### src/inc/pinmux_pkg.sv
/*
 * package for the pin function mux and strap capture block.
 * assumes: a single pclk domain, apb register access, 32 gpio pins.
 */
package pinmux_pkg;

    localparam int          GPIO_W          = 32;
    localparam int          RST_FIRST       = 6;
    localparam int          RST_LAST        = 20;
    localparam int          RST_N           = RST_LAST - RST_FIRST + 1;
    localparam int          EXP_FIRST       = 21;
    localparam int          EXP_LAST        = 28;
    localparam int          EXP_N           = EXP_LAST - EXP_FIRST + 1;
    localparam int          EXP10_PIN       = 31;
    localparam int          SYNC_STAGES     = 2;

    // management bus speed, the figures in khz
    localparam int          MGMT_SLOW_KHZ   = 100;
    localparam int          MGMT_FAST_KHZ   = 400;
    localparam int          SYS_CLK_KHZ     = 200000;
    localparam int          MGMT_SLOW_DIV   = SYS_CLK_KHZ / MGMT_SLOW_KHZ;
    localparam int          MGMT_FAST_DIV   = SYS_CLK_KHZ / MGMT_FAST_KHZ;
    localparam int          DIV_W           = 16;

    // lane widths of a port pair
    localparam logic [3:0]  WIDTH_X4        = 4'h4;
    localparam logic [3:0]  WIDTH_X8        = 4'h8;
    localparam logic [3:0]  WIDTH_NONE      = 4'h0;

    // register byte offsets
    localparam logic [11:0] OFS_ALTSEL      = 12'h000;
    localparam logic [11:0] OFS_GPIO_OUT    = 12'h004;
    localparam logic [11:0] OFS_GPIO_OE     = 12'h008;
    localparam logic [11:0] OFS_GPIO_IN     = 12'h00C;
    localparam logic [11:0] OFS_PORT_RST    = 12'h010;
    localparam logic [11:0] OFS_EXP_INT     = 12'h014;
    localparam logic [11:0] OFS_STRAPS      = 12'h018;

    localparam logic [31:0] ALTSEL_RESET    = 32'h0000_0000;
    localparam logic [31:0] GPIO_OUT_RESET  = 32'h0000_0000;
    localparam logic [31:0] GPIO_OE_RESET   = 32'h0000_0000;
    localparam logic [14:0] PORT_RST_RESET  = 15'h7FFF;

    // strap status field positions
    localparam int          ST_CCLK_DS      = 0;
    localparam int          ST_CCLK_US      = 1;
    localparam int          ST_MGMT_SLOW    = 2;
    localparam int          ST_PAIR01_MRG   = 3;
    localparam int          ST_PAIR23_MRG   = 4;

    typedef struct packed {
        logic downstream_common_clock;
        logic upstream_common_clock;
        logic mgmt_slow;
        logic pair01_merged;
        logic pair23_merged;
    } strap_cfg_t;

    typedef struct packed {
        logic [3:0] port0_width;
        logic [3:0] port1_width;
        logic [3:0] port2_width;
        logic [3:0] port3_width;
    } lane_cfg_t;

endpackage

### src/rtl/sync2.sv
/*
 * two flop synchroniser for one level.
 * assumes: the input is asynchronous to clk.
 */
`timescale 1ns/1ps
`default_nettype none
module sync2 #(
    parameter logic RESET_VAL = 1'b0
) (
    // clock and reset
    input  wire logic clk,
    input  wire logic rst_n,
    // level
    input  wire logic d,
    output logic      q
);
    logic meta_ff;
    logic q_ff;

    always_ff @(posedge clk or negedge rst_n) begin
        if (!rst_n) begin
            meta_ff <= RESET_VAL;
            q_ff    <= RESET_VAL;
        end else begin
            meta_ff <= d;
            q_ff    <= meta_ff;
        end
    end

    assign q = q_ff;
endmodule
`default_nettype wire

### src/rtl/mgmt_tick_gen.sv
/*
 * bit rate tick for the master management bus, speed set by a frozen strap.
 * assumes: slow is stable after reset capture; no software path reaches it.
 */
`timescale 1ns/1ps
`default_nettype none
module mgmt_tick_gen
    import pinmux_pkg::*;
(
    // clock and reset
    input  wire logic pclk,
    input  wire logic presetn,
    // speed select
    input  wire logic slow,
    output logic      tick
);
    logic [DIV_W-1:0] cnt_ff;
    logic [DIV_W-1:0] nxt_cnt;
    logic             tick_ff;
    logic             nxt_tick;
    logic [DIV_W-1:0] limit;

    always_comb begin
        limit    = slow ? DIV_W'(MGMT_SLOW_DIV - 1) : DIV_W'(MGMT_FAST_DIV - 1);
        nxt_tick = (cnt_ff >= limit);
        nxt_cnt  = nxt_tick ? '0 : cnt_ff + 1'b1;
    end

    always_ff @(posedge pclk or negedge presetn) begin
        if (!presetn) begin
            cnt_ff  <= '0;
            tick_ff <= 1'b0;
        end else begin
            cnt_ff  <= nxt_cnt;
            tick_ff <= nxt_tick;
        end
    end

    assign tick = tick_ff;
endmodule
`default_nettype wire

### src/rtl/pinmux_strap.sv
/*
 * gpio alternate function mux and system strap capture.
 * assumes: pins and straps are asynchronous to pclk; apb master on pclk;
 * the pad ring resolves each gpio from its out and active low enable.
 */
// Notes on behaviour
// - unselected pins work as plain gpio
// - pins 6..20 drive port 1..15 resets
// - pins 21..28 take expander 0..7 interrupts
// - pin 31 takes expander 10 interrupt
// - downstream strap marks downstream links common-clocked
// - upstream strap marks upstream link common-clocked
// - slow strap gives 100 KHz, else 400
// - bus speed has no software override
// - pair01 strap low merges into x8
// - pair01 strap high keeps two x4
// - pair23 strap low merges into x8
// - pair23 strap high keeps two x4
// - merge straps active low, pulled low
`timescale 1ns/1ps
`default_nettype none
module pinmux_strap
    import pinmux_pkg::*;
(
    // apb
    input  wire logic              pclk,
    input  wire logic              presetn,
    input  wire logic              psel,
    input  wire logic              penable,
    input  wire logic              pwrite,
    input  wire logic [11:0]       paddr,
    input  wire logic [31:0]       pwdata,
    output logic                   pready,
    output logic                   pslverr,
    output logic [31:0]            prdata,
    // gpio pads
    input  wire logic [GPIO_W-1:0] gpio_in,
    output logic [GPIO_W-1:0]      gpio_out,
    output logic [GPIO_W-1:0]      gpio_oe_n,
    // straps
    input  wire logic              downstream_common_clock_strap,
    input  wire logic              upstream_common_clock_strap,
    input  wire logic              master_mgmt_bus_slow_strap,
    input  wire logic              pair01_merge_strap_n,
    input  wire logic              pair23_merge_strap_n,
    // to the switch core
    output strap_cfg_t             strap_cfg,
    output lane_cfg_t              lane_cfg,
    output logic [EXP_N-1:0]       expander_interrupt_n,
    output logic                   expander10_interrupt_n,
    output logic                   mgmt_bit_tick
);
    // -----------------------------------------------------------------
    // input synchronisers
    // -----------------------------------------------------------------
    logic [GPIO_W-1:0] pin_sync;
    logic [4:0]        strap_sync;
    logic [4:0]        strap_raw;

    assign strap_raw = {pair23_merge_strap_n, pair01_merge_strap_n,
                        master_mgmt_bus_slow_strap, upstream_common_clock_strap,
                        downstream_common_clock_strap};

    // pins idle high so expander interrupts read inactive during reset
    for (genvar i = 0; i < GPIO_W; i++) begin : g_pin_sync
        sync2 #(.RESET_VAL(1'b1)) u_sync (
            .clk   (pclk),
            .rst_n (presetn),
            .d     (gpio_in[i]),
            .q     (pin_sync[i])
        );
    end

    for (genvar i = 0; i < 5; i++) begin : g_strap_sync
        sync2 #(.RESET_VAL(1'b0)) u_sync (
            .clk   (pclk),
            .rst_n (presetn),
            .d     (strap_raw[i]),
            .q     (strap_sync[i])
        );
    end

    // -----------------------------------------------------------------
    // strap capture
    // -----------------------------------------------------------------
    // the sampled strap is captured on the third edge after release,
    // once the synchronisers carry the real pin level, then frozen.
    logic [1:0] cap_cnt_ff;
    logic [1:0] nxt_cap_cnt;
    logic       captured_ff;
    logic       nxt_captured;
    strap_cfg_t strap_ff;
    strap_cfg_t nxt_strap;
    lane_cfg_t  lane_ff;
    lane_cfg_t  nxt_lane;

    always_comb begin
        nxt_cap_cnt  = cap_cnt_ff;
        nxt_captured = captured_ff;
        nxt_strap    = strap_ff;
        nxt_lane     = lane_ff;
        if (!captured_ff) begin
            nxt_cap_cnt = cap_cnt_ff + 1'b1;
            if (cap_cnt_ff == 2'(SYNC_STAGES)) begin
                nxt_captured = 1'b1;
                nxt_strap.downstream_common_clock = strap_sync[ST_CCLK_DS];
                nxt_strap.upstream_common_clock   = strap_sync[ST_CCLK_US];
                nxt_strap.mgmt_slow               = strap_sync[ST_MGMT_SLOW];
                nxt_strap.pair01_merged           = !strap_sync[ST_PAIR01_MRG];
                nxt_strap.pair23_merged           = !strap_sync[ST_PAIR23_MRG];
                if (!strap_sync[ST_PAIR01_MRG]) begin
                    nxt_lane.port0_width = WIDTH_X8;
                    nxt_lane.port1_width = WIDTH_NONE;
                end else begin
                    nxt_lane.port0_width = WIDTH_X4;
                    nxt_lane.port1_width = WIDTH_X4;
                end
                if (!strap_sync[ST_PAIR23_MRG]) begin
                    nxt_lane.port2_width = WIDTH_X8;
                    nxt_lane.port3_width = WIDTH_NONE;
                end else begin
                    nxt_lane.port2_width = WIDTH_X4;
                    nxt_lane.port3_width = WIDTH_X4;
                end
            end
        end
    end

    // reset value matches an unstrapped board: merge pins pulled low
    always_ff @(posedge pclk or negedge presetn) begin
        if (!presetn) begin
            cap_cnt_ff  <= '0;
            captured_ff <= 1'b0;
            strap_ff    <= '{1'b0, 1'b0, 1'b0, 1'b1, 1'b1};
            lane_ff     <= '{WIDTH_X8, WIDTH_NONE, WIDTH_X8, WIDTH_NONE};
        end else begin
            cap_cnt_ff  <= nxt_cap_cnt;
            captured_ff <= nxt_captured;
            strap_ff    <= nxt_strap;
            lane_ff     <= nxt_lane;
        end
    end

    // -----------------------------------------------------------------
    // registers and apb slave
    // -----------------------------------------------------------------
    logic [31:0]      altsel_ff;
    logic [31:0]      nxt_altsel;
    logic [31:0]      gpo_ff;
    logic [31:0]      nxt_gpo;
    logic [31:0]      gpoe_ff;
    logic [31:0]      nxt_gpoe;
    logic [RST_N-1:0] port_rst_ff;
    logic [RST_N-1:0] nxt_port_rst;
    logic [31:0]      prdata_ff;
    logic [31:0]      nxt_prdata;
    logic             pslverr_ff;
    logic             nxt_pslverr;
    logic             pready_ff;
    logic             nxt_pready;
    logic             wr;
    logic             rd;

    // one wait state: pready rises in the second access cycle, so every
    // transfer takes setup plus two access cycles.
    always_comb begin
        nxt_altsel   = altsel_ff;
        nxt_gpo      = gpo_ff;
        nxt_gpoe     = gpoe_ff;
        nxt_port_rst = port_rst_ff;
        nxt_prdata   = prdata_ff;
        nxt_pslverr  = 1'b0;
        nxt_pready   = psel && penable && !pready_ff;
        wr           = nxt_pready && pwrite;
        rd           = nxt_pready && !pwrite;
        if (nxt_pready) begin
            nxt_prdata = 32'h0000_0000;
            if (paddr == OFS_ALTSEL) begin
                if (wr) nxt_altsel = pwdata;
                nxt_prdata = altsel_ff;
            end else if (paddr == OFS_GPIO_OUT) begin
                if (wr) nxt_gpo = pwdata;
                nxt_prdata = gpo_ff;
            end else if (paddr == OFS_GPIO_OE) begin
                if (wr) nxt_gpoe = pwdata;
                nxt_prdata = gpoe_ff;
            end else if (paddr == OFS_GPIO_IN) begin
                nxt_prdata = pin_sync;
            end else if (paddr == OFS_PORT_RST) begin
                if (wr) nxt_port_rst = pwdata[RST_N-1:0];
                nxt_prdata = {17'h0_0000, port_rst_ff};
            end else if (paddr == OFS_EXP_INT) begin
                nxt_prdata = {23'h00_0000, expander10_interrupt_n,
                              pin_sync[EXP_LAST:EXP_FIRST]};
            end else if (paddr == OFS_STRAPS) begin
                // read only: the slow strap cannot be overwritten
                nxt_prdata = {27'h000_0000, strap_ff.pair23_merged, strap_ff.pair01_merged,
                              strap_ff.mgmt_slow, strap_ff.upstream_common_clock,
                              strap_ff.downstream_common_clock};
            end else begin
                nxt_pslverr = 1'b1;
            end
            if (!rd) nxt_prdata = prdata_ff;
        end
    end

    always_ff @(posedge pclk or negedge presetn) begin
        if (!presetn) begin
            altsel_ff   <= ALTSEL_RESET;
            gpo_ff      <= GPIO_OUT_RESET;
            gpoe_ff     <= GPIO_OE_RESET;
            port_rst_ff <= PORT_RST_RESET;
            prdata_ff   <= 32'h0000_0000;
            pslverr_ff  <= 1'b0;
            pready_ff   <= 1'b0;
        end else begin
            altsel_ff   <= nxt_altsel;
            gpo_ff      <= nxt_gpo;
            gpoe_ff     <= nxt_gpoe;
            port_rst_ff <= nxt_port_rst;
            prdata_ff   <= nxt_prdata;
            pslverr_ff  <= nxt_pslverr;
            pready_ff   <= nxt_pready;
        end
    end

    // -----------------------------------------------------------------
    // pin mux
    // -----------------------------------------------------------------
    logic [GPIO_W-1:0] nxt_pin_out;
    logic [GPIO_W-1:0] nxt_pin_oe_n;
    logic [GPIO_W-1:0] pin_out_ff;
    logic [GPIO_W-1:0] pin_oe_n_ff;
    logic [EXP_N-1:0]  nxt_exp;
    logic [EXP_N-1:0]  exp_ff;
    logic              nxt_exp10;
    logic              exp10_ff;

    always_comb begin
        nxt_pin_out  = gpo_ff;
        nxt_pin_oe_n = ~gpoe_ff;
        nxt_exp      = {EXP_N{1'b1}};
        nxt_exp10    = 1'b1;
        for (int p = 0; p < RST_N; p++) begin
            if (altsel_ff[RST_FIRST + p]) begin
                // port n reset is active low on pin RST_FIRST+n-1
                nxt_pin_out[RST_FIRST + p]  = !port_rst_ff[p];
                nxt_pin_oe_n[RST_FIRST + p] = 1'b0;
            end
        end
        for (int e = 0; e < EXP_N; e++) begin
            if (altsel_ff[EXP_FIRST + e]) begin
                nxt_pin_oe_n[EXP_FIRST + e] = 1'b1;
                nxt_exp[e] = pin_sync[EXP_FIRST + e];
            end
        end
        if (altsel_ff[EXP10_PIN]) begin
            nxt_pin_oe_n[EXP10_PIN] = 1'b1;
            nxt_exp10 = pin_sync[EXP10_PIN];
        end
    end

    always_ff @(posedge pclk or negedge presetn) begin
        if (!presetn) begin
            pin_out_ff  <= '0;
            pin_oe_n_ff <= '1;
            exp_ff      <= '1;
            exp10_ff    <= 1'b1;
        end else begin
            pin_out_ff  <= nxt_pin_out;
            pin_oe_n_ff <= nxt_pin_oe_n;
            exp_ff      <= nxt_exp;
            exp10_ff    <= nxt_exp10;
        end
    end

    // -----------------------------------------------------------------
    // management bus rate
    // -----------------------------------------------------------------
    mgmt_tick_gen u_tick (
        .pclk    (pclk),
        .presetn (presetn),
        .slow    (strap_ff.mgmt_slow),
        .tick    (mgmt_bit_tick)
    );

    assign pready                 = pready_ff;
    assign pslverr                = pslverr_ff;
    assign prdata                 = prdata_ff;
    assign gpio_out               = pin_out_ff;
    assign gpio_oe_n              = pin_oe_n_ff;
    assign strap_cfg              = strap_ff;
    assign lane_cfg               = lane_ff;
    assign expander_interrupt_n   = exp_ff;
    assign expander10_interrupt_n = exp10_ff;
endmodule
`default_nettype wire

### config.mk
export PLATFORM = sky130hd
export DESIGN_NAME = pinmux_strap
export DESIGN_NICKNAME = d
export VERILOG_FILES = /design/src/inc/pinmux_pkg.sv /design/src/rtl/sync2.sv /design/src/rtl/mgmt_tick_gen.sv /design/src/rtl/pinmux_strap.sv
export SDC_FILE = /design/constraint.sdc
export NUM_CORES = 1
export LEC_CHECK = 0
export BUFFER_PORTS_ARGS = -buffer_cell sky130_fd_sc_hd__buf_2
export CELL_PAD_IN_SITES_DETAIL_PLACEMENT = 2
export CELL_PAD_IN_SITES_GLOBAL_PLACEMENT = 2
export CORE_MARGIN = 4
export CORE_UTILIZATION = 35
export CTS_CLUSTER_SIZE = 28
export DETAILED_ROUTE_END_ITERATION = 8
export PLACE_DENSITY = 0.72
export SYNTH_ARGS = -nofsm -noshare
export SYNTH_HDL_FRONTEND = slang
export SYNTH_SLANG_ARGS = --single-unit
### constraint.sdc
create_clock -name pclk -period 2 [get_ports pclk]
set_input_delay 0.1 -clock pclk [delete_from_list [all_inputs] [get_ports pclk]]
set_output_delay 0.1 -clock pclk [all_outputs]
set_load 0.02 [all_outputs]
==> results by group <==
Synthesis
  – Most frequent cells after synthesis: dfrtp_1, dfstp_2, mux2_4
  – Top area cells in the synthesized netlist: dfrtp_1, dfstp_2, mux2_4
  – Prevailing post-synth register cell: dfrtp_1
  – Largest area contributor in the netlist: dfrtp_1
  – Largest family of logic cells by synthesized area: multiplexers
  – Flops & latches, synth: around 320
  – Synth async-reset ratio: 100%
  – Number of flops mapped to enable cells by yosys: 0
  – Top cell type's share of synthesized area: 39.2%
  – Post-synthesis simple-gate area fraction: under 10%
  – Synthesized area: 12600 µm²
  – Warnings, synthesis: 0
  – Post-synthesis sequential area ratio: 64.7%
  – Count of cell types in the netlist: 55
  – Synth Instances: 844
  – XOR/XNOR share of the synthesized area: less than 1%
  – Most frequent cell after synthesis: dfrtp_1
  – Compound-Gate Fraction of Synth Area: under 10%
  – Post-synthesis mux area share: 17.1%
  – Synth Area per Inst: 14.9 µm²
  – Post-Synth Adder-Cell Area: less than 1%

Cells and area
  – Filler cells: between 3000 and 4000
  – Footprint of the multi-input gates: 4040 µm²
  – Finished Core Util: 46.3%
  – Final nets: 1266
  – FF+latch area: 8140 µm²
  – Layout cells sized above 1: 47.5%
  – Area Overhead vs Synth: 30.7%

STA
  – Setup Viol. Count Final: 0
  – FMAX: approximately 0.53 GHz
  – Fin crit period: approximately 1900 ps
  – Final Slew Violations: 0
  – Unrepaired setup endpoints after global routing: false
  – Worst slew margin: 51.3%
  – Worst slew pin tran: 724 ps
  – Final period util: 94.1%
  – Skew final: 12.7 ps
  – Final hold vios: 0
  – Total negative slack: 0 ps

Clock network
  – Skew-Pair Late Insertion Delay: ~530 ps
  – CTS Buffer Depth: 3
  – CTS Buf Count: 37
  – Root Buffer Master: clkbuf_16
  – Setup bufs post-CTS: 0
  – Sink Count: 319
  – H-tree depth: 2
  – CTS tree: done
  – Worst-path clk slew: roughly 60 ps

Routing
  – Initial detailed-routing violation count: 313
  – Final WL: 38900 µm
  – Via density: 4.90
  – Mean routed wirelength per cell: 23.4 µm
  – DRC: 0
  – Vias: 8131
  – ANT nets after route: 0
  – DRT Pass-1 Iters: 4

Min path
  – Hold Path Class: primary input to flop

Place
  – PortBufs: 204
  – Hpwl dp: 26100 µm
  – RePlAce Congestion: 0.791

Pwr
  – Worst vdd ir: 0.572 mV
  – Leak: 7.74 nW
  – Power Density: 890 nW/µm²
  – Clock share of power: between 40% and 50%
  – Logic pwr share: approximately 6%
  – Net Sw Frac: 22.7%
  – Share of total power in sequential cells: 46.0%
  – Int Power: about 11 mW
  – Switching pwr: 3.32 mW

Floorplan
  – Vert. Die Dim: approximately 200 µm
  – Die area: 39000 µm²
  – Boundary Pins: 215
  – Core footprint: approximately 35000 µm²
  – Die width: 197 µm
  – # rows: 69
  – Initial Utilization: 35.4%

Critical path
  – Startpoint types: flop
  – Register-to-Register Path Depth: 6
  – Worst setup path endpoint: altsel_ff[4]
  – Worst endpoint data arrival time: 2290 ps
  – Critical path class: flop to flop
  – Register-to-register setup slack: 120 ps
  – CP Max Fanout: 10
  – Crit. Startpoint: pready
  – R2r endpoint: altsel_ff[4]
  – Req. time, crit path: 2410 ps
  – R2r startpoint: pready
  – Setup crit end kind: flop

Global routing
  – All-Layer GR Usage: roughly a fifth
  – Largest net degree at the start of global routing: 73
  – Initial antenna violation count: 3
  – First-pass GRT wire length: 59600 µm
  – Total gr overflow: 0
  – Vias in the first global route: 9529

Run status
  – Status: finished clean

Job
  – Total of max-cap violations: 0
-- area by class of cell --
type	count	area share [%]
flip-flops and latches	319	49.5
multi-input cells	459	24.6
clock inverters	9	1.04
repair buffers	329	14.1
inverters	26	0.594
diodes	1	0.0152
clock buffers	57	6.65
well taps	461	3.51
-- power by group through the flow --
stage	Sequential (mW)	Combinational, mW	Clock, mW
final	6.73	0.880	7.01
after global routing	6.75	0.964	7.50
after CTS	6.74	0.892	7.17
after detailed placement	6.84	0.768	0
after global placement	6.83	0.745	0
after floorplan	6.86	0.263	0
-- layout by cell type (no fill, tap or decap), drive strengths merged, types with 2 or more instances in the layout --
cell	n
dfrtp	197
nor3	6
a221oi	9
dlygate4sd3	73
ha	8
a222oi	6
o21a	5
clkbuf	57
conb	14
nand4	5
clkinv	4
and3	2
a21oi	16
or4	2
nor2	52
buf	256
a22oi	5
o221ai	5
nand3	24
o32ai	5
nand2	35
xnor2	6
nor2b	7
inv	27
mux4	17
xor2	4
bufinv	4
o21ai	28
o22ai	9
and2	2
or3	2
nor4	8
a2bb2oi	6
dfstp	122
mux2	119
mux2i	16
nor3b	2
nand2b	28
-- state kept, by name (all words and copies together) (netlist names), 16 cells and up --
name and flops:
g_pin_sync.u_sync.q 32, g_pin_sync.u_sync.meta_ff 32, gpo_ff 32, altsel_ff 32
gpio_oe_n 32, gpoe_ff 32, prdata 32, u_tick.cnt_ff 16
gpio_out 32
-- repair_timing --
item                                   4_1_cts  5_1_grt
hold buffers                                73        0
cloned                                       0        0
setup endpoints to repair                    2       20
resized for setup                            1        2
endpoints found under the hold margin      211        0
-- worst min path at each step --
stage	slack, ps	from	depth (start not counted)	end
after floorplan	-200	presetn	0	altsel_ff[0]
after global placement	150	presetn	1	gpio_out[22]
after detailed placement	150	presetn	1	gpio_out[22]
after CTS	30	paddr[4]	3	pslverr
after global routing	30	paddr[4]	3	pslverr
final	40	paddr[4]	3	pslverr
-- critical path, cell delays in order (launching register included) --
cell	delay, ps
dfrtp_1	420
nand3b_1	290
nor2_1	160
buf_4	200
nand4_4	130
buf_4	240
mux2_4	320
-- metal layers --
| metal | up-vias | track usage (%) | wire (µm) |
|---|---|---|---|
| li1 | 3601 | - | - |
| met1 | 4270 | 26.3 | 16500 |
| met2 | 198 | 34.2 | 19600 |
| met3 | 56 | 3.63 | 1840 |
| met4 | 6 | 5.33 | 921 |
| met5 | - | 0 | 29 |
-- metrics by stage --
step	cell area (µm²)	worst slack (ps)	power (mW)	hold slack [ps]	instances
2_1_floorplan	12600	1.80	7.12	-196	857
3_3_place_gp	14400	65.8	7.58	146	1521
3_5_place_dp	14400	-18.0	7.61	148	1521
4_1_cts	16400	90.8	14.8	27.7	1660
5_1_grt	16400	4.31	15.2	32.7	1660
6_report	16400	119	14.6	44.5	1661
-- logic make-up (layout without fill, tap and decap cells) --
family | count (synthesis) | in the layout
DFF | 319 | 319
and+or+nand+nor | 179 | 179
muxes | 152 | 152
AOI/OAI and AO/OA | 96 | 96
buffers and inverters | 79 | 421
xor gates and xnor gates | 10 | 10
adders and majority gates | 8 | 8
other | 1 | 15
No activity file was read; power rests on OpenSTA's default activity.
